### src/pkg/pdmc_params.svh
`ifndef PDMC_PARAMS_SVH
`define PDMC_PARAMS_SVH

// ==========================================================================
// Register byte addresses
`define PDMC_OFS_STOP_A      8'h00
`define PDMC_OFS_STOP_B      8'h04
`define PDMC_OFS_STOP_C      8'h08
`define PDMC_OFS_SBY         8'h0C
`define PDMC_OFS_LPW         8'h10
`define PDMC_OFS_SCK         8'h14
`define PDMC_OFS_STATUS      8'h18

// ==========================================================================
// Reset values
`define PDMC_RST_STOP_A      8'h3F
`define PDMC_RST_STOP_B      8'hFF
`define PDMC_RST_STOP_C      8'hFF
`define PDMC_RST_SBY         8'h08

// ==========================================================================
// Field positions
`define PDMC_SBY_STANDBY_SELECT_BIT    7
`define PDMC_SBY_STS_LSB     4
`define PDMC_SBY_OPE_BIT     3
`define PDMC_LPW_LOW_SPEED_ON_BIT    7
`define PDMC_LPW_PSS_BIT     0

// ==========================================================================
// Settling wait counts in states, codes 000 to 101
`define PDMC_WAIT_0          19'd8192
`define PDMC_WAIT_1          19'd16384
`define PDMC_WAIT_2          19'd32768
`define PDMC_WAIT_3          19'd65536
`define PDMC_WAIT_4          19'd131072
`define PDMC_WAIT_5          19'd262144

`endif

### src/pkg/pdmc_pkg.sv
package pdmc_pkg;

  // ========================================================================
  // Operating states, one-hot
  typedef enum logic [4:0] {
    PDMC_ST_RUN   = 5'b00001,
    PDMC_ST_SLEEP = 5'b00010,
    PDMC_ST_STANDBY_SELECT  = 5'b00100,
    PDMC_ST_WAKE  = 5'b01000,
    PDMC_ST_RESET = 5'b10000
  } pdmc_state_t;

  // Wake and reset sources as seen by the block
  typedef struct packed {
    logic       sleep_req;
    logic       irq_enabled;
    logic       irq_masked;
    logic       nmi;
    logic [7:0] irq_ext;
    logic [7:0] irq_ext_en;
    logic [7:0] irq_ext_dte;
    logic       wdt_reset;
    logic       bus_cycle_end;
    logic       watch_sel;
  } pdmc_cpu_in_t;

  // Clock gates and mode flags toward the CPU and peripherals
  typedef struct packed {
    logic        cpu_clk_en;
    logic        master_clk_en;
    logic [23:0] module_stop;
    logic        osc_run;
    logic        irq_start;
    logic        reset_hold;
    logic        reset_start;
    logic        hw_standby;
    logic        medium_speed;
    logic        port_retain;
  } pdmc_ctl_out_t;

  // Divider and gate helper state
  typedef struct packed {
    logic [4:0] cnt;
    logic       tick;
  } pdmc_div_state_t;

endpackage : pdmc_pkg
### src/design/pdmc_clk_div.sv
`timescale 1ns/1ns
`default_nettype none

// Produces a one-cycle enable every 2^sel cycles for sel 1 to 5, every 32 for sel 6 and 7; sel 0 means every cycle.
module pdmc_clk_div (
  input  wire logic       clk,
  input  wire logic       arst_n,
  input  wire logic [2:0] sel,
  output var  logic       tick
);

  pdmc_pkg::pdmc_div_state_t s_q, s_d;

  // ========================================================================
  // Divider
  function automatic logic [4:0] div_mask(input logic [2:0] code);
    case (code)
      3'h1:    div_mask = 5'h01;
      3'h2:    div_mask = 5'h03;
      3'h3:    div_mask = 5'h07;
      3'h4:    div_mask = 5'h0F;
      3'h5:    div_mask = 5'h1F;
      default: div_mask = 5'h1F;
    endcase
  endfunction : div_mask

  // Terminal count on masked bits; zero select bypasses the divider
  always_comb begin
    s_d = s_q;
    s_d.cnt = s_q.cnt + 5'h01;
    if (sel == 3'h0) begin
      s_d.tick = 1'b1;
      s_d.cnt  = 5'h00;
    end else begin
      s_d.tick = ((s_q.cnt & div_mask(sel)) == div_mask(sel));
    end
  end

  always_ff @(posedge clk or negedge arst_n) begin
    if (!arst_n) begin
      s_q <= '0;
    end else begin
      s_q <= s_d;
    end
  end

  assign tick = s_q.tick;

endmodule : pdmc_clk_div

`default_nettype wire

### src/design/pdmc_top.sv
`timescale 1ns/1ns
`default_nettype none
`include "pdmc_params.svh"

module pdmc_top (
  input  wire logic                  clk,
  input  wire logic                  arst_n,
  // AHB-Lite slave
  input  wire logic                  hsel,
  input  wire logic [7:0]            haddr,
  input  wire logic [1:0]            htrans,
  input  wire logic                  hwrite,
  input  wire logic [2:0]            hsize,
  input  wire logic [31:0]           hwdata,
  input  wire logic                  hready,
  output var  logic [31:0]           hrdata,
  output var  logic                  hreadyout,
  output var  logic                  hresp,
  // Pins, active low
  input  wire logic                  reset_pin_n,
  input  wire logic                  manual_reset_pin_n,
  input  wire logic                  hw_standby_pin_n,
  // CPU side
  input  wire pdmc_pkg::pdmc_cpu_in_t cpu_in,
  output var  pdmc_pkg::pdmc_ctl_out_t ctl_out
);

  // ========================================================================
  // State
  typedef struct packed {
    logic [7:0]            stop_a;
    logic [7:0]            stop_b;
    logic [7:0]            stop_c;
    logic [7:0]            sby;
    logic [7:0]            lpw;
    logic [2:0]            sck;
    logic [23:0]           stop_eff;
    logic [2:0]            sck_eff;
    pdmc_pkg::pdmc_state_t st;
    logic [18:0]           wait_cnt;
    logic [2:0]            rst_sync;
    logic [2:0]            mrst_sync;
    logic [2:0]            hw_standby_pin_sync;
    logic                  rst_in_q;
    logic                  hw_standby_pin_in_q;
    logic                  dph_wr;
    logic                  dph_rd;
    logic [7:0]            dph_addr;
    logic [31:0]           rdata;
    pdmc_pkg::pdmc_ctl_out_t out;
  } pdmc_regs_t;

  pdmc_regs_t r_q, r_d;
  logic       div_tick;
  logic       any_reset;
  logic       irq_wake;
  logic       ext_wake;
  logic       addr_ok;

  // ========================================================================
  // Helpers
  function automatic logic [18:0] settle_count(input logic [2:0] code);
    case (code)
      3'h0:    settle_count = `PDMC_WAIT_0;
      3'h1:    settle_count = `PDMC_WAIT_1;
      3'h2:    settle_count = `PDMC_WAIT_2;
      3'h3:    settle_count = `PDMC_WAIT_3;
      3'h4:    settle_count = `PDMC_WAIT_4;
      default: settle_count = `PDMC_WAIT_5; // Reserved codes take the longest
    endcase
  endfunction : settle_count

  function automatic logic sync_level(input logic [2:0] s, input logic prev);
    // Level changes only when stages two and three agree
    sync_level = (s[1] == s[2]) ? s[2] : prev;
  endfunction : sync_level

  // Divided clock enable for both CPU and bus-master enables
  pdmc_clk_div u_div (
    .clk    (clk),
    .arst_n (arst_n),
    .sel    (r_q.sck_eff),
    .tick   (div_tick)
  );

  // ========================================================================
  // Wake qualification
  always_comb begin
    // IRQ must be enabled, not an engine source, and not CPU-masked
    ext_wake = cpu_in.nmi |
               ((|(cpu_in.irq_ext & cpu_in.irq_ext_en & ~cpu_in.irq_ext_dte))
                & ~cpu_in.irq_masked);
    irq_wake = cpu_in.nmi | (cpu_in.irq_enabled & ~cpu_in.irq_masked);
    any_reset = !r_q.rst_in_q | cpu_in.wdt_reset;
  end

  // Address decode
  always_comb begin
    if (haddr == `PDMC_OFS_STOP_A) begin
      addr_ok = 1'b1;
    end else if (haddr == `PDMC_OFS_STOP_B) begin
      addr_ok = 1'b1;
    end else if (haddr == `PDMC_OFS_STOP_C) begin
      addr_ok = 1'b1;
    end else if (haddr == `PDMC_OFS_SBY) begin
      addr_ok = 1'b1;
    end else if (haddr == `PDMC_OFS_LPW) begin
      addr_ok = 1'b1;
    end else if (haddr == `PDMC_OFS_SCK) begin
      addr_ok = 1'b1;
    end else if (haddr == `PDMC_OFS_STATUS) begin
      addr_ok = 1'b1;
    end else begin
      addr_ok = 1'b0;
    end
  end

  // ========================================================================
  // Next state
  always_comb begin
    r_d = r_q;
    // Pin synchronisers, three stages
    // Each pin gets its own chain; gating two async pins first could glitch
    r_d.rst_sync  = {r_q.rst_sync[1:0], reset_pin_n};
    r_d.hw_standby_pin_sync = {r_q.hw_standby_pin_sync[1:0], hw_standby_pin_n};
    r_d.mrst_sync = {r_q.mrst_sync[1:0], manual_reset_pin_n};
    r_d.rst_in_q  = sync_level(r_q.rst_sync & r_q.mrst_sync, r_q.rst_in_q);
    r_d.hw_standby_pin_in_q = sync_level(r_q.hw_standby_pin_sync, r_q.hw_standby_pin_in_q);

    // Bus: address phase capture, single-cycle data phase
    r_d.dph_wr = hsel & hready & htrans[1] & hwrite & addr_ok;
    r_d.dph_rd = hsel & hready & htrans[1] & !hwrite;
    if (hsel & hready & htrans[1]) begin
      r_d.dph_addr = haddr;
    end
    if (r_q.dph_wr) begin
      // Plain storage; every bit writable except SBY bits 2:0 and LPW bits 6:1
      if (r_q.dph_addr == `PDMC_OFS_STOP_A) begin
        r_d.stop_a = hwdata[7:0];
      end else if (r_q.dph_addr == `PDMC_OFS_STOP_B) begin
        r_d.stop_b = hwdata[7:0];
      end else if (r_q.dph_addr == `PDMC_OFS_STOP_C) begin
        r_d.stop_c = hwdata[7:0];
      end else if (r_q.dph_addr == `PDMC_OFS_SBY) begin
        r_d.sby = {hwdata[7:3], 3'h0}; // Low three bits reserved
      end else if (r_q.dph_addr == `PDMC_OFS_LPW) begin
        r_d.lpw = {hwdata[7], 6'h00, hwdata[0]};
      end else if (r_q.dph_addr == `PDMC_OFS_SCK) begin
        r_d.sck = hwdata[2:0];
      end
    end

    // Read data sampled at address phase for the next cycle
    r_d.rdata = 32'h0000_0000;
    if (r_d.dph_rd) begin
      if (haddr == `PDMC_OFS_STOP_A) begin
        r_d.rdata = {24'h000000, r_q.stop_a};
      end else if (haddr == `PDMC_OFS_STOP_B) begin
        r_d.rdata = {24'h000000, r_q.stop_b};
      end else if (haddr == `PDMC_OFS_STOP_C) begin
        r_d.rdata = {24'h000000, r_q.stop_c};
      end else if (haddr == `PDMC_OFS_SBY) begin
        r_d.rdata = {24'h000000, r_q.sby};
      end else if (haddr == `PDMC_OFS_LPW) begin
        r_d.rdata = {24'h000000, r_q.lpw};
      end else if (haddr == `PDMC_OFS_SCK) begin
        r_d.rdata = {29'h00000000, r_q.sck};
      end else if (haddr == `PDMC_OFS_STATUS) begin
        r_d.rdata = {27'h0000000, r_q.st};
      end
    end

    // Written stops and clock select take effect only at a bus cycle end
    if (cpu_in.bus_cycle_end) begin
      r_d.stop_eff = {r_q.stop_c, r_q.stop_b, r_q.stop_a};
      r_d.sck_eff  = r_q.sck;
    end

    // Power state machine
    case (r_q.st)
      pdmc_pkg::PDMC_ST_RUN: begin
        if (cpu_in.sleep_req && !r_q.lpw[`PDMC_LPW_LOW_SPEED_ON_BIT]) begin
          if (!r_q.sby[`PDMC_SBY_STANDBY_SELECT_BIT]) begin
            r_d.st = pdmc_pkg::PDMC_ST_SLEEP;
          end else if (!cpu_in.watch_sel) begin
            r_d.st = pdmc_pkg::PDMC_ST_STANDBY_SELECT;
          end
        end
      end
      pdmc_pkg::PDMC_ST_SLEEP: begin
        if (irq_wake) begin
          r_d.st = pdmc_pkg::PDMC_ST_RUN;
        end
      end
      pdmc_pkg::PDMC_ST_STANDBY_SELECT: begin
        if (ext_wake) begin
          r_d.st       = pdmc_pkg::PDMC_ST_WAKE;
          r_d.wait_cnt = settle_count(r_q.sby[6:4]);
        end
      end
      pdmc_pkg::PDMC_ST_WAKE: begin
        if (r_q.wait_cnt <= 19'd1) begin
          r_d.st = pdmc_pkg::PDMC_ST_RUN;
        end else begin
          r_d.wait_cnt = r_q.wait_cnt - 19'd1;
        end
      end
      pdmc_pkg::PDMC_ST_RESET: begin
        if (r_q.rst_in_q && !cpu_in.wdt_reset) begin
          r_d.st = pdmc_pkg::PDMC_ST_RUN;
        end
      end
      default: r_d.st = pdmc_pkg::PDMC_ST_RESET;
    endcase

    // Reset pins override every state, clocks restart at once
    if (any_reset || !r_q.hw_standby_pin_in_q) begin
      r_d.st       = pdmc_pkg::PDMC_ST_RESET;
      r_d.sck      = 3'h0;
      r_d.sck_eff  = 3'h0;
      r_d.wait_cnt = 19'd0;
    end
    if (!r_q.hw_standby_pin_in_q) begin
      // Hardware standby puts every control back to reset
      r_d.stop_a   = `PDMC_RST_STOP_A;
      r_d.stop_b   = `PDMC_RST_STOP_B;
      r_d.stop_c   = `PDMC_RST_STOP_C;
      r_d.sby      = `PDMC_RST_SBY;
      r_d.lpw      = 8'h00;
      r_d.stop_eff = {`PDMC_RST_STOP_C, `PDMC_RST_STOP_B, `PDMC_RST_STOP_A};
    end

    // Outputs from state
    r_d.out.medium_speed  = (r_q.sck_eff != 3'h0);
    r_d.out.cpu_clk_en    = (r_q.st == pdmc_pkg::PDMC_ST_RUN) & div_tick;
    r_d.out.master_clk_en = (r_q.st != pdmc_pkg::PDMC_ST_STANDBY_SELECT) &
                            (r_q.st != pdmc_pkg::PDMC_ST_WAKE) & div_tick;
    if ((r_q.st == pdmc_pkg::PDMC_ST_STANDBY_SELECT) || (r_q.st == pdmc_pkg::PDMC_ST_WAKE)) begin
      r_d.out.module_stop = 24'hFFFFFF;
    end else begin
      r_d.out.module_stop = r_q.stop_eff;
    end
    r_d.out.osc_run     = (r_q.st != pdmc_pkg::PDMC_ST_STANDBY_SELECT);
    r_d.out.irq_start   = (r_q.st == pdmc_pkg::PDMC_ST_WAKE) &&
                          (r_d.st == pdmc_pkg::PDMC_ST_RUN) ||
                          (r_q.st == pdmc_pkg::PDMC_ST_SLEEP) &&
                          (r_d.st == pdmc_pkg::PDMC_ST_RUN);
    r_d.out.reset_hold  = (r_q.st == pdmc_pkg::PDMC_ST_RESET);
    r_d.out.reset_start = (r_q.st == pdmc_pkg::PDMC_ST_RESET) &&
                          (r_d.st == pdmc_pkg::PDMC_ST_RUN);
    r_d.out.hw_standby  = !r_q.hw_standby_pin_in_q;
    r_d.out.port_retain = r_q.sby[`PDMC_SBY_OPE_BIT];
  end

  // ========================================================================
  // Registers
  always_ff @(posedge clk or negedge arst_n) begin
    if (!arst_n) begin
      r_q           <= '0;
      r_q.stop_a    <= `PDMC_RST_STOP_A;
      r_q.stop_b    <= `PDMC_RST_STOP_B;
      r_q.stop_c    <= `PDMC_RST_STOP_C;
      r_q.sby       <= `PDMC_RST_SBY;
      r_q.stop_eff  <= {`PDMC_RST_STOP_C, `PDMC_RST_STOP_B, `PDMC_RST_STOP_A};
      r_q.st        <= pdmc_pkg::PDMC_ST_RESET;
      r_q.rst_sync  <= 3'h0;
      r_q.hw_standby_pin_sync <= 3'h7;
      r_q.hw_standby_pin_in_q <= 1'b1;
      r_q.out.module_stop <= {`PDMC_RST_STOP_C, `PDMC_RST_STOP_B, `PDMC_RST_STOP_A};
      r_q.out.reset_hold  <= 1'b1;
      r_q.out.osc_run     <= 1'b1;
      r_q.out.port_retain <= 1'b1;
    end else begin
      r_q <= r_d;
    end
  end

  // Bus answers: zero wait, always OKAY
  assign hrdata    = r_q.rdata;
  assign hreadyout = 1'b1;
  assign hresp     = 1'b0;
  assign ctl_out   = r_q.out;

endmodule : pdmc_top

`default_nettype wire

### config.mk
export PLATFORM = sky130hd
export DESIGN_NAME = pdmc_top
export DESIGN_NICKNAME = d
export VERILOG_FILES = /design/src/pkg/pdmc_pkg.sv /design/src/design/pdmc_clk_div.sv /design/src/design/pdmc_top.sv
export VERILOG_INCLUDE_DIRS = /design/src /design/src/pkg
export SDC_FILE = /design/constraint.sdc
export NUM_CORES = 1
export LEC_CHECK = 0
export BUFFER_PORTS_ARGS = -buffer_cell sky130_fd_sc_hd__buf_4
export CAP_MARGIN = 30
export CORE_MARGIN = 3
export CORE_UTILIZATION = 37
export DETAILED_ROUTE_END_ITERATION = 16
export HOLD_SLACK_MARGIN = 0.12
export PLACE_DENSITY = 0.69
export SLEW_MARGIN = 20
export SYNTH_ARGS = -nofsm -noshare
export SYNTH_HDL_FRONTEND = slang
export SYNTH_SLANG_ARGS = --single-unit
### constraint.sdc
create_clock -name clk -period 5 [get_ports clk]
set_input_delay 1 -clock clk [delete_from_list [all_inputs] [get_ports clk]]
set_output_delay 1 -clock clk [all_outputs]
set_load 0.1 [all_outputs]
==> results of run 1 <==
## where the power goes
part	leakage [nW]	internal, mW	switching, mW
registers	1.82	1.25	0.0262
clock network	0.277	0.720	0.522
logic	1.66	0.0597	0.166
total	3.76	2.03	0.714
## worst max-delay path, stage by stage (launching register included)
cell	delay (ns)
dfrtp_1	0.43
or3_4	0.41
or4_4	0.49
o31ai_4	0.80
nand2_2	0.35
a311oi_1	0.37
## cell families (layout without fill, tap and decap cells)
family                     Yosys count  in the layout  synth area share [%]
muxes                               74             74                  10.4
other                                2             26                 0.102
AOI/OAI and AO/OA                  102            102                  9.05
and+or+nand+nor                    253            253                  16.6
buffers and inverters              116            150                  9.65
xor gates and xnor gates             5              5                 0.596
adders and majority gates            4              4                 0.647
DFF                                152            152                  53.0
## Yosys cell counts, drive strengths merged, types with 3 or more instances
| cell | instances | area share (%) |
|---|---|---|
| mux2i | 65 | 8.8 |
| xnor2 | 3 | 0.36 |
| nor2 | 64 | 3.3 |
| or3 | 28 | 2.5 |
| a31oi | 10 | 0.85 |
| dfrtp | 77 | 26 |
| nor3b | 3 | 0.31 |
| mux2 | 8 | 1.2 |
| or4 | 3 | 0.36 |
| nand4 | 4 | 0.43 |
| o22ai | 15 | 1.3 |
| o31ai | 4 | 0.60 |
| and3 | 4 | 0.34 |
| nand2b | 3 | 0.26 |
| inv | 16 | 0.82 |
| dfstp | 75 | 27 |
| a21oi | 28 | 2.0 |
| buf | 72 | 7.4 |
| clkbuf | 28 | 1.4 |
| ha | 3 | 0.51 |
| and2 | 4 | 0.34 |
| nor4 | 11 | 1.0 |
| nand3 | 13 | 0.88 |
| o21ai | 18 | 1.2 |
| nand2 | 88 | 4.5 |
| a21o | 3 | 0.31 |
| nor2b | 4 | 0.34 |
| a211oi | 3 | 0.31 |
| nor3 | 16 | 1.1 |
## flip-flops by register name (all words and copies together) (netlist names)
signal / count
r_q: 98
r_d: 7
ctl_out: 33
u_div.s_q: 5
u_div.tick: 1
hrdata: 8
## stage by stage
stage	util, %	cell area (um2)	std cells
2_1_floorplan	-	7440	732
3_3_place_gp	41.4	7910	994
4_1_cts	44.5	8480	1026
3_5_place_dp	41.4	7910	994
6_report	44.5	8480	1026
5_1_grt	44.5	8480	1026
## per-layer routing
metal,share of wire [%],GRT usage [%]
met1,47,22.3
met2,45,23.8
met3,6.2,4.23
met4,1.3,4.80
met5,0,0
## layout make-up
| class | instances | area share (%) |
|---|---|---|
| flip-flops and latches | 152 | 45.9 |
| inverters | 16 | 0.708 |
| clock inverters | 12 | 1.39 |
| repair buffers | 102 | 9.07 |
| well taps | 260 | 3.83 |
| clock buffers | 20 | 5.40 |
| multi-input cells | 464 | 33.7 |
## path summary, 6_finish.rpt
kind	startpoint	end	slack, ns
hold reg to reg	r_d[84]$_DFF_PN0_	r_d[85]$_DFF_PN0_	0.35
max in group asynchronous	arst_n	r_q[169]$_DFFE_PN1P_	3.33
setup reg to reg	r_q[96]$_DFFE_PN0P_	r_q[88]$_DFFE_PN0P_	2.03
min in group asynchronous	arst_n	r_q[95]$_DFFE_PN0P_	0.66
hold / removal	r_d[84]$_DFF_PN0_	r_d[85]$_DFF_PN0_	0.35
setup / recovery	r_q[96]$_DFFE_PN0P_	r_q[88]$_DFFE_PN0P_	2.03
==> impl_metrics.json, run 1 <==
{
  "status": "complete, no violations",
  "synth.avg_cell_area_um2": 10.4,
  "synthFlopType": "dfrtp_1",
  "io_pins": 151,
  "n_antenna_cell": 0,
  "area_growth_pct": 15.4,
  "powerDensity_nw_per_um2": 324,
  "min_period_ns": 2.97,
  "holdBufCountCts": 0,
  "grtUsageTotal_pct": 15.8,
  "slew_headroom_pct": 38.2,
  "cts_tree": "done",
  "cts_resized": 0,
  "required_ns": 5.32,
  "yosys_warnings": 0,
  "synth_cells": 708,
  "final_common_cell": "buf_4",
  "num_vias": 5231,
  "synthArstFlopShare_pct": 100,
  "tightest_slew_ns": 0.928,
  "drc": 0,
  "drtIter0Drc": 361,
  "holdCritPathClass": "flop to flop",
  "worstSetupPathType": "flop to flop",
  "drive_gt1_share_pct": 29.9,
  "register_area_um2": 3900,
  "gp_congestion": 0.843,
  "post-dp-hpwl_um": 11400,
  "grt_max_degree": 95,
  "vdd_drop_max_mv": 0.226,
  "cts_root_buf": "clkbuf_16",
  "leakage_nw": 3.76,
  "max_cap_violations": 0,
  "start_util_pct": 38.5,
  "clk_path_buf_depth": 2,
  "holdWs_ns": 0.348,
  "fill_cells": 1776,
  "postCtsSetupBuffers": 0,
  "rsz0062_at_grt": "no",
  "numCtsBuffers": 17,
  "wirelength_um": 16600,
  "hold_viol": 0,
  "post-place-ws_ns": 2.05,
  "grt_pass1_wl_um": 27400,
  "die_h_um": 147,
  "via_per_inst": 5.10,
  "drv_slew": 0,
  "wl_per_cell_um": 16.2,
  "antenna_left": 0,
  "grt.overflow.total": 0,
  "crit_path_max_fanout": 19,
  "nets": 840,
  "clock.fmax_mhz": 336,
  "worstSkewPairLatency_ns": 0.43,
  "synth_edf_count": 0,
  "chipWidth_um": 147,
  "layout_common_cells": "buf_4, nand2_1, dfrtp_1",
  "core_um2": 19100,
  "synthesis.area_um2": 7350,
  "setup_viol": 0,
  "timing.setup.tns_ns": 0,
  "critPathCaptureType": "flop",
  "clk_pin_slew_ns": 0.07,
  "antenna_found_initial": 0,
  "reg2reg_depth": 5,
  "ys_ff_latch": 152,
  "setup_slack_ns": 2.03,
  "yosysSeqAreaShare_pct": 53.0,
  "p_total_mw": 2.75,
  "dr.pass1.iters": 4,
  "finalCritPeriodShare_pct": 59.5,
  "holdPathStages": 0,
  "crit_arrival_ns": 3.29,
  "fp-row-count": 50,
  "synth_cell_types": 69,
  "multi_input_area_um2": 2860,
  "htreeDepth": 4,
  "numClockSinks": 152,
  "die_area_um2": 21600,
  "grt_pass1_vias": 5167,
  "io_buffers": 96,
  "startpoint_type": "flop",
  "skew_ns": 0.00821
}
Power figures use the tool's default switching activity.
==> inputs of run 2 (changes only) <==
==> constraint.sdc (replaced) <==
create_clock -name clk -period 2.9 [get_ports clk]
set_input_delay 0.58 -clock clk [delete_from_list [all_inputs] [get_ports clk]]
set_output_delay 0.58 -clock clk [all_outputs]
set_load 0.1 [all_outputs]
==> impl_metrics.json, run 2 (same netlist as run 1, synthesis figures left out) <==
{
  "layout_common_cells": "buf_4, nand2_1, dfrtp_1",
  "io_buffers": 96,
  "crit_path_max_fanout": 10,
  "fill_cells": 1797,
  "drive_gt1_share_pct": 30.7,
  "htreeDepth": 4,
  "nets": 852,
  "rsz0062_at_grt": "no",
  "reg2reg_depth": 7,
  "required_ns": 3.19,
  "numClockSinks": 152,
  "path_delay_family": "compound AO/OA/AOI/OAI gates",
  "final_common_cell": "buf_4",
  "skew_ns": 0.00728,
  "grt_max_degree": 59,
  "cp_slowest_stage_delay_ns": 0.57,
  "worstPathBufferInverterCount": 1,
  "hold_viol": 0,
  "critPathCaptureType": "flop",
  "wl_per_cell_um": 16.1,
  "drc": 0,
  "cp.depth": 7,
  "powerDensity_nw_per_um2": 575,
  "wirelength_um": 16700,
  "max_cap_violations": 0,
  "dr.pass1.iters": 5,
  "numCtsBuffers": 17,
  "cp_common_cell": "o21ai_0",
  "leakage_nw": 3.85,
  "cts_root_buf": "clkbuf_16",
  "holdPathStages": 1,
  "die_h_um": 147,
  "timing.setup.tns_ns": 0,
  "n_antenna_cell": 0,
  "crit_arrival_ns": 2.65,
  "grt_pass1_wl_um": 27100,
  "num_vias": 5255,
  "regMostFlops": "r_q",
  "drtIter0Drc": 382,
  "largest_register_ffs": 98,
  "io_pins": 151,
  "startpoint_type": "flop",
  "vdd_drop_max_mv": 0.451,
  "clk_path_buf_depth": 2,
  "register_area_um2": 3900,
  "cp_cell_sequence": "nor4_1 -> o21ai_0 -> o31ai_4 -> buf_4 -> nor2_1 -> o21ai_0 -> a31oi_1",
  "fin_util_pct": 45.4,
  "cp_slowest_cell": "nor4_1",
  "drv_slew": 0,
  "post-dp-hpwl_um": 11700,
  "worstHoldStart": "reset_pin_n",
  "gp_congestion": 0.899,
  "grt_pass1_vias": 5112,
  "start_util_pct": 38.5,
  "antenna_found_initial": 0,
  "clk_pin_slew_ns": 0.06,
  "r2r_start": "r_q[93]$_DFFE_PN0P_",
  "area_growth_pct": 17.7,
  "slew_headroom_pct": 56.5,
  "worstSkewPairLatency_ns": 0.42,
  "via_per_inst": 5.06,
  "crit_path_start": "r_q[93]$_DFFE_PN0P_",
  "die_area_um2": 21600,
  "multi_input_area_um2": 2860,
  "cts_tree": "done",
  "grtUsageTotal_pct": 15.7,
  "holdCritPathClass": "input pin to flop",
  "status": "complete, no violations",
  "core_um2": 19100,
  "chipWidth_um": 147,
  "min_period_ns": 2.36,
  "grt.overflow.total": 0,
  "tightest_slew_ns": 0.650,
  "setup_viol": 0,
  "worstSetupPathType": "flop to flop",
  "fp-row-count": 50,
  "antenna_left": 0,
  "clock.fmax_mhz": 423,
  "finalCritPeriodShare_pct": 81.5
}
[run 2: changes by cell type in the layout (fill, tap and decap cells not counted)]
cell           delta
clkbuf_1          +1
clkinvlp_4        -1
clkbuf_8          +1
dlygate4sd3_1     +1
bufinv_16         +3
buf_4            +10
clkinv_4          -3
inv_6             -1
buf_12            +1
[run 2: layer usage]
metal	wire, um	GRT usage, %	vias up
met5	0	0	-
met4	166	5.03	0
met2	7600	23.6	176
li1	-	-	2504
met3	1050	4.69	12
met1	7890	22.0	2563
[run 2: final cells by class]
class                   count  area share [%]
clock buffers              22            5.49
clock inverters            10            1.91
inverters                  16           0.694
multi-input cells         464            33.0
flip-flops and latches    152            45.0
well taps                 260            3.76
repair buffers            114            10.1
[run 2: per-stage QoR]
step | power, mW | setup WS [ns] | hold slack (ns) | instances | area [um2]
after global placement | 2.63 | 0.556 | 0.333 | 1005 | 8000
final | 4.98 | 0.535 | 0.261 | 1038 | 8650
after CTS | 5.03 | 0.567 | 0.240 | 1038 | 8650
after floorplan | 2.51 | 0.551 | 0.284 | 732 | 7440
after global routing | 5.16 | 0.296 | 0.232 | 1038 | 8650
after detailed placement | 2.64 | 0.524 | 0.337 | 1005 | 8000
[run 2: timing repair]
action,4_1_cts,5_1_grt
hold buffers,1,0
resized for setup,0,0
setup buffers,0,0
hold endpoints to repair,28,0
[run 2: worst paths after layout]
path	to	slack [ns]
worst max register to register	r_q[96]$_DFFE_PN0P_	0.54
worst min register to register	r_d[82]$_DFF_PN0_	0.35
min in group asynchronous	r_q[88]$_DFFE_PN0P_	0.67
max in group asynchronous	r_q[157]$_DFFE_PN1P_	1.41
worst max-delay path	r_q[96]$_DFFE_PN0P_	0.54
worst min-delay path	r_d[84]$_DFF_PN0_	0.26
[run 2: worst reg2reg max path, cell delays in order, from the launching register on]
cell and delay [ns]:
dfrtp_1 0.44, nor4_1 0.57, o21ai_0 0.37, o31ai_4 0.34
buf_4 0.22, nor2_1 0.07, o21ai_0 0.16, a31oi_1 0.06
[run 2: where the power goes]
part | internal (mW) | leakage [nW] | switching, mW | total, mW
logic | 0.109 | 1.72 | 0.309 | 0.418
registers | 2.16 | 1.82 | 0.0249 | 2.19
clock network | 1.52 | 0.310 | 0.856 | 2.38
total | 3.79 | 3.85 | 1.19 | 4.98
==> inputs of run 3 (changes only) <==
==> constraint.sdc (replaced) <==
create_clock -name clk -period 2.44 [get_ports clk]
set_input_delay 0.488 -clock clk [delete_from_list [all_inputs] [get_ports clk]]
set_output_delay 0.488 -clock clk [all_outputs]
set_load 0.1 [all_outputs]
==> impl_metrics.json, run 3 (same netlist as run 1, synthesis figures left out) <==
{
  "status": "complete, no violations",
  "area_growth_pct": 18.0,
  "antenna_left": 0,
  "holdWs_ns": 0.165,
  "drv_slew": 0,
  "n_antenna_cell": 0,
  "antenna_found_initial": 0,
  "timing.setup.tns_ns": 0,
  "clk_pin_slew_ns": 0.06,
  "cts_tree": "done",
  "critPathCaptureType": "flop",
  "numClockSinks": 152,
  "wirelength_um": 16800,
  "die_h_um": 147,
  "io_pins": 151,
  "grt_max_degree": 56,
  "required_ns": 2.73,
  "drtIter0Drc": 404,
  "rsz0062_at_grt": "no",
  "finalCritPeriodShare_pct": 93.9,
  "setup_slack_ns": 0.150,
  "dpl_cell_area_um2": 8050,
  "max_cap_violations": 0,
  "clock.fmax_mhz": 437,
  "instances_no_fill": 1043,
  "io_buffers": 96,
  "holdCritPathClass": "input pin to flop",
  "hold_viol": 0,
  "fin_util_pct": 45.5,
  "via_per_inst": 5.07,
  "numCtsBuffers": 17,
  "crit_path_max_fanout": 18,
  "dp.cells": 1010,
  "num_vias": 5288,
  "setup_viol": 0,
  "gp_congestion": 0.831,
  "post-dp-hpwl_um": 11800,
  "post-place-ws_ns": 0.121,
  "clk_path_buf_depth": 2,
  "cp_cell_sequence": "or3_4 -> or4_4 -> o31ai_4 -> buf_6 -> nor2_1 -> o21ai_0 -> a31oi_1",
  "nets": 857,
  "worstSetupPathType": "flop to flop",
  "fill_cells": 1761,
  "grtUsageTotal_pct": 16.0,
  "tightest_slew_ns": 0.644,
  "cp_slowest_cell": "or4_4",
  "regMostFlops": "r_q",
  "grt_pass1_vias": 5194,
  "p_total_mw": 5.73,
  "final_common_cell": "buf_4",
  "start_util_pct": 38.5,
  "powerDensity_nw_per_um2": 660,
  "min_period_ns": 2.29,
  "startpoint_type": "flop",
  "core_um2": 19100,
  "grt_pass1_wl_um": 27700,
  "grt.overflow.total": 0,
  "layout_common_cells": "buf_4, nand2_1, dfrtp_1",
  "die_area_um2": 21600,
  "largest_register_ffs": 98,
  "vdd_drop_max_mv": 0.525,
  "drive_gt1_share_pct": 31.8,
  "cp_slowest_stage_delay_ns": 0.49,
  "dr.pass1.iters": 6,
  "drc": 0,
  "leakage_nw": 3.87,
  "finalInstanceArea_um2": 8670,
  "htreeDepth": 4,
  "slew_headroom_pct": 56.7,
  "wl_per_cell_um": 16.1,
  "cts_root_buf": "clkbuf_16",
  "chipWidth_um": 147,
  "crit_arrival_ns": 2.58,
  "worstSkewPairLatency_ns": 0.43,
  "fp-row-count": 50,
  "skew_ns": 0.00844
}
-- run 3: worst paths after layout --
kind | from | to | slack (ns) | depth (start not counted)
worst max-delay path | r_q[96]$_DFFE_PN0P_ | r_q[96]$_DFFE_PN0P_ | 0.15 | 7
min in group asynchronous | arst_n | r_q[94]$_DFFE_PN0P_ | 0.52 | 2
worst max register to register | r_q[96]$_DFFE_PN0P_ | r_q[96]$_DFFE_PN0P_ | 0.15 | 7
worst min register to register | r_d[84]$_DFF_PN0_ | r_d[85]$_DFF_PN0_ | 0.35 | 0
worst min-delay path | hw_standby_pin_n | r_d[78]$_DFF_PN1_ | 0.17 | 1
max in group asynchronous | arst_n | r_q[172]$_DFFE_PN1P_ | 1.26 | 3
-- run 3: layout make-up --
cell class	instances	area [um2]	area share, %
clock buffer	19	453	5.22
clock inverter	13	144	1.66
inverter	16	60.1	0.692
multi-input combinational	464	2870	33.0
sequential	152	3900	44.9
tap	260	325	3.75
timing repair buffer	119	928	10.7
-- run 3: worst max-delay path, delay by kind of cell (launching register included) --
kind / cells / cell delay (ns)
and+or+nand+nor: 3 / 0.98
AOI/OAI and AO/OA: 3 / 0.51
DFF: 1 / 0.42
buffers and inverters: 1 / 0.23
-- run 3: power by group --
part	internal [mW]	total, mW	switching (mW)
Combinational	0.133	0.501	0.368
Sequential	2.57	2.60	0.0314
Clock	1.57	2.63	1.06
-- run 3: repair_timing --
action | in CTS | in global routing
endpoints found under the setup margin | 0 | 10
setup buffers | 0 | 0
endpoints found under the hold margin | 27 | 0
hold buffers | 1 | 0
resized for setup | 0 | 3
-- run 3: metal layers --
layer / GRT usage [%] / up-vias / part of all wire [%]
met5: 0 / - / 0
met4: 5.17 / 0 / 1.4
met3: 3.98 / 17 / 6.5
met2: 24.6 / 169 / 46
met1: 22.2 / 2590 / 46
li1: - / 2512 / -
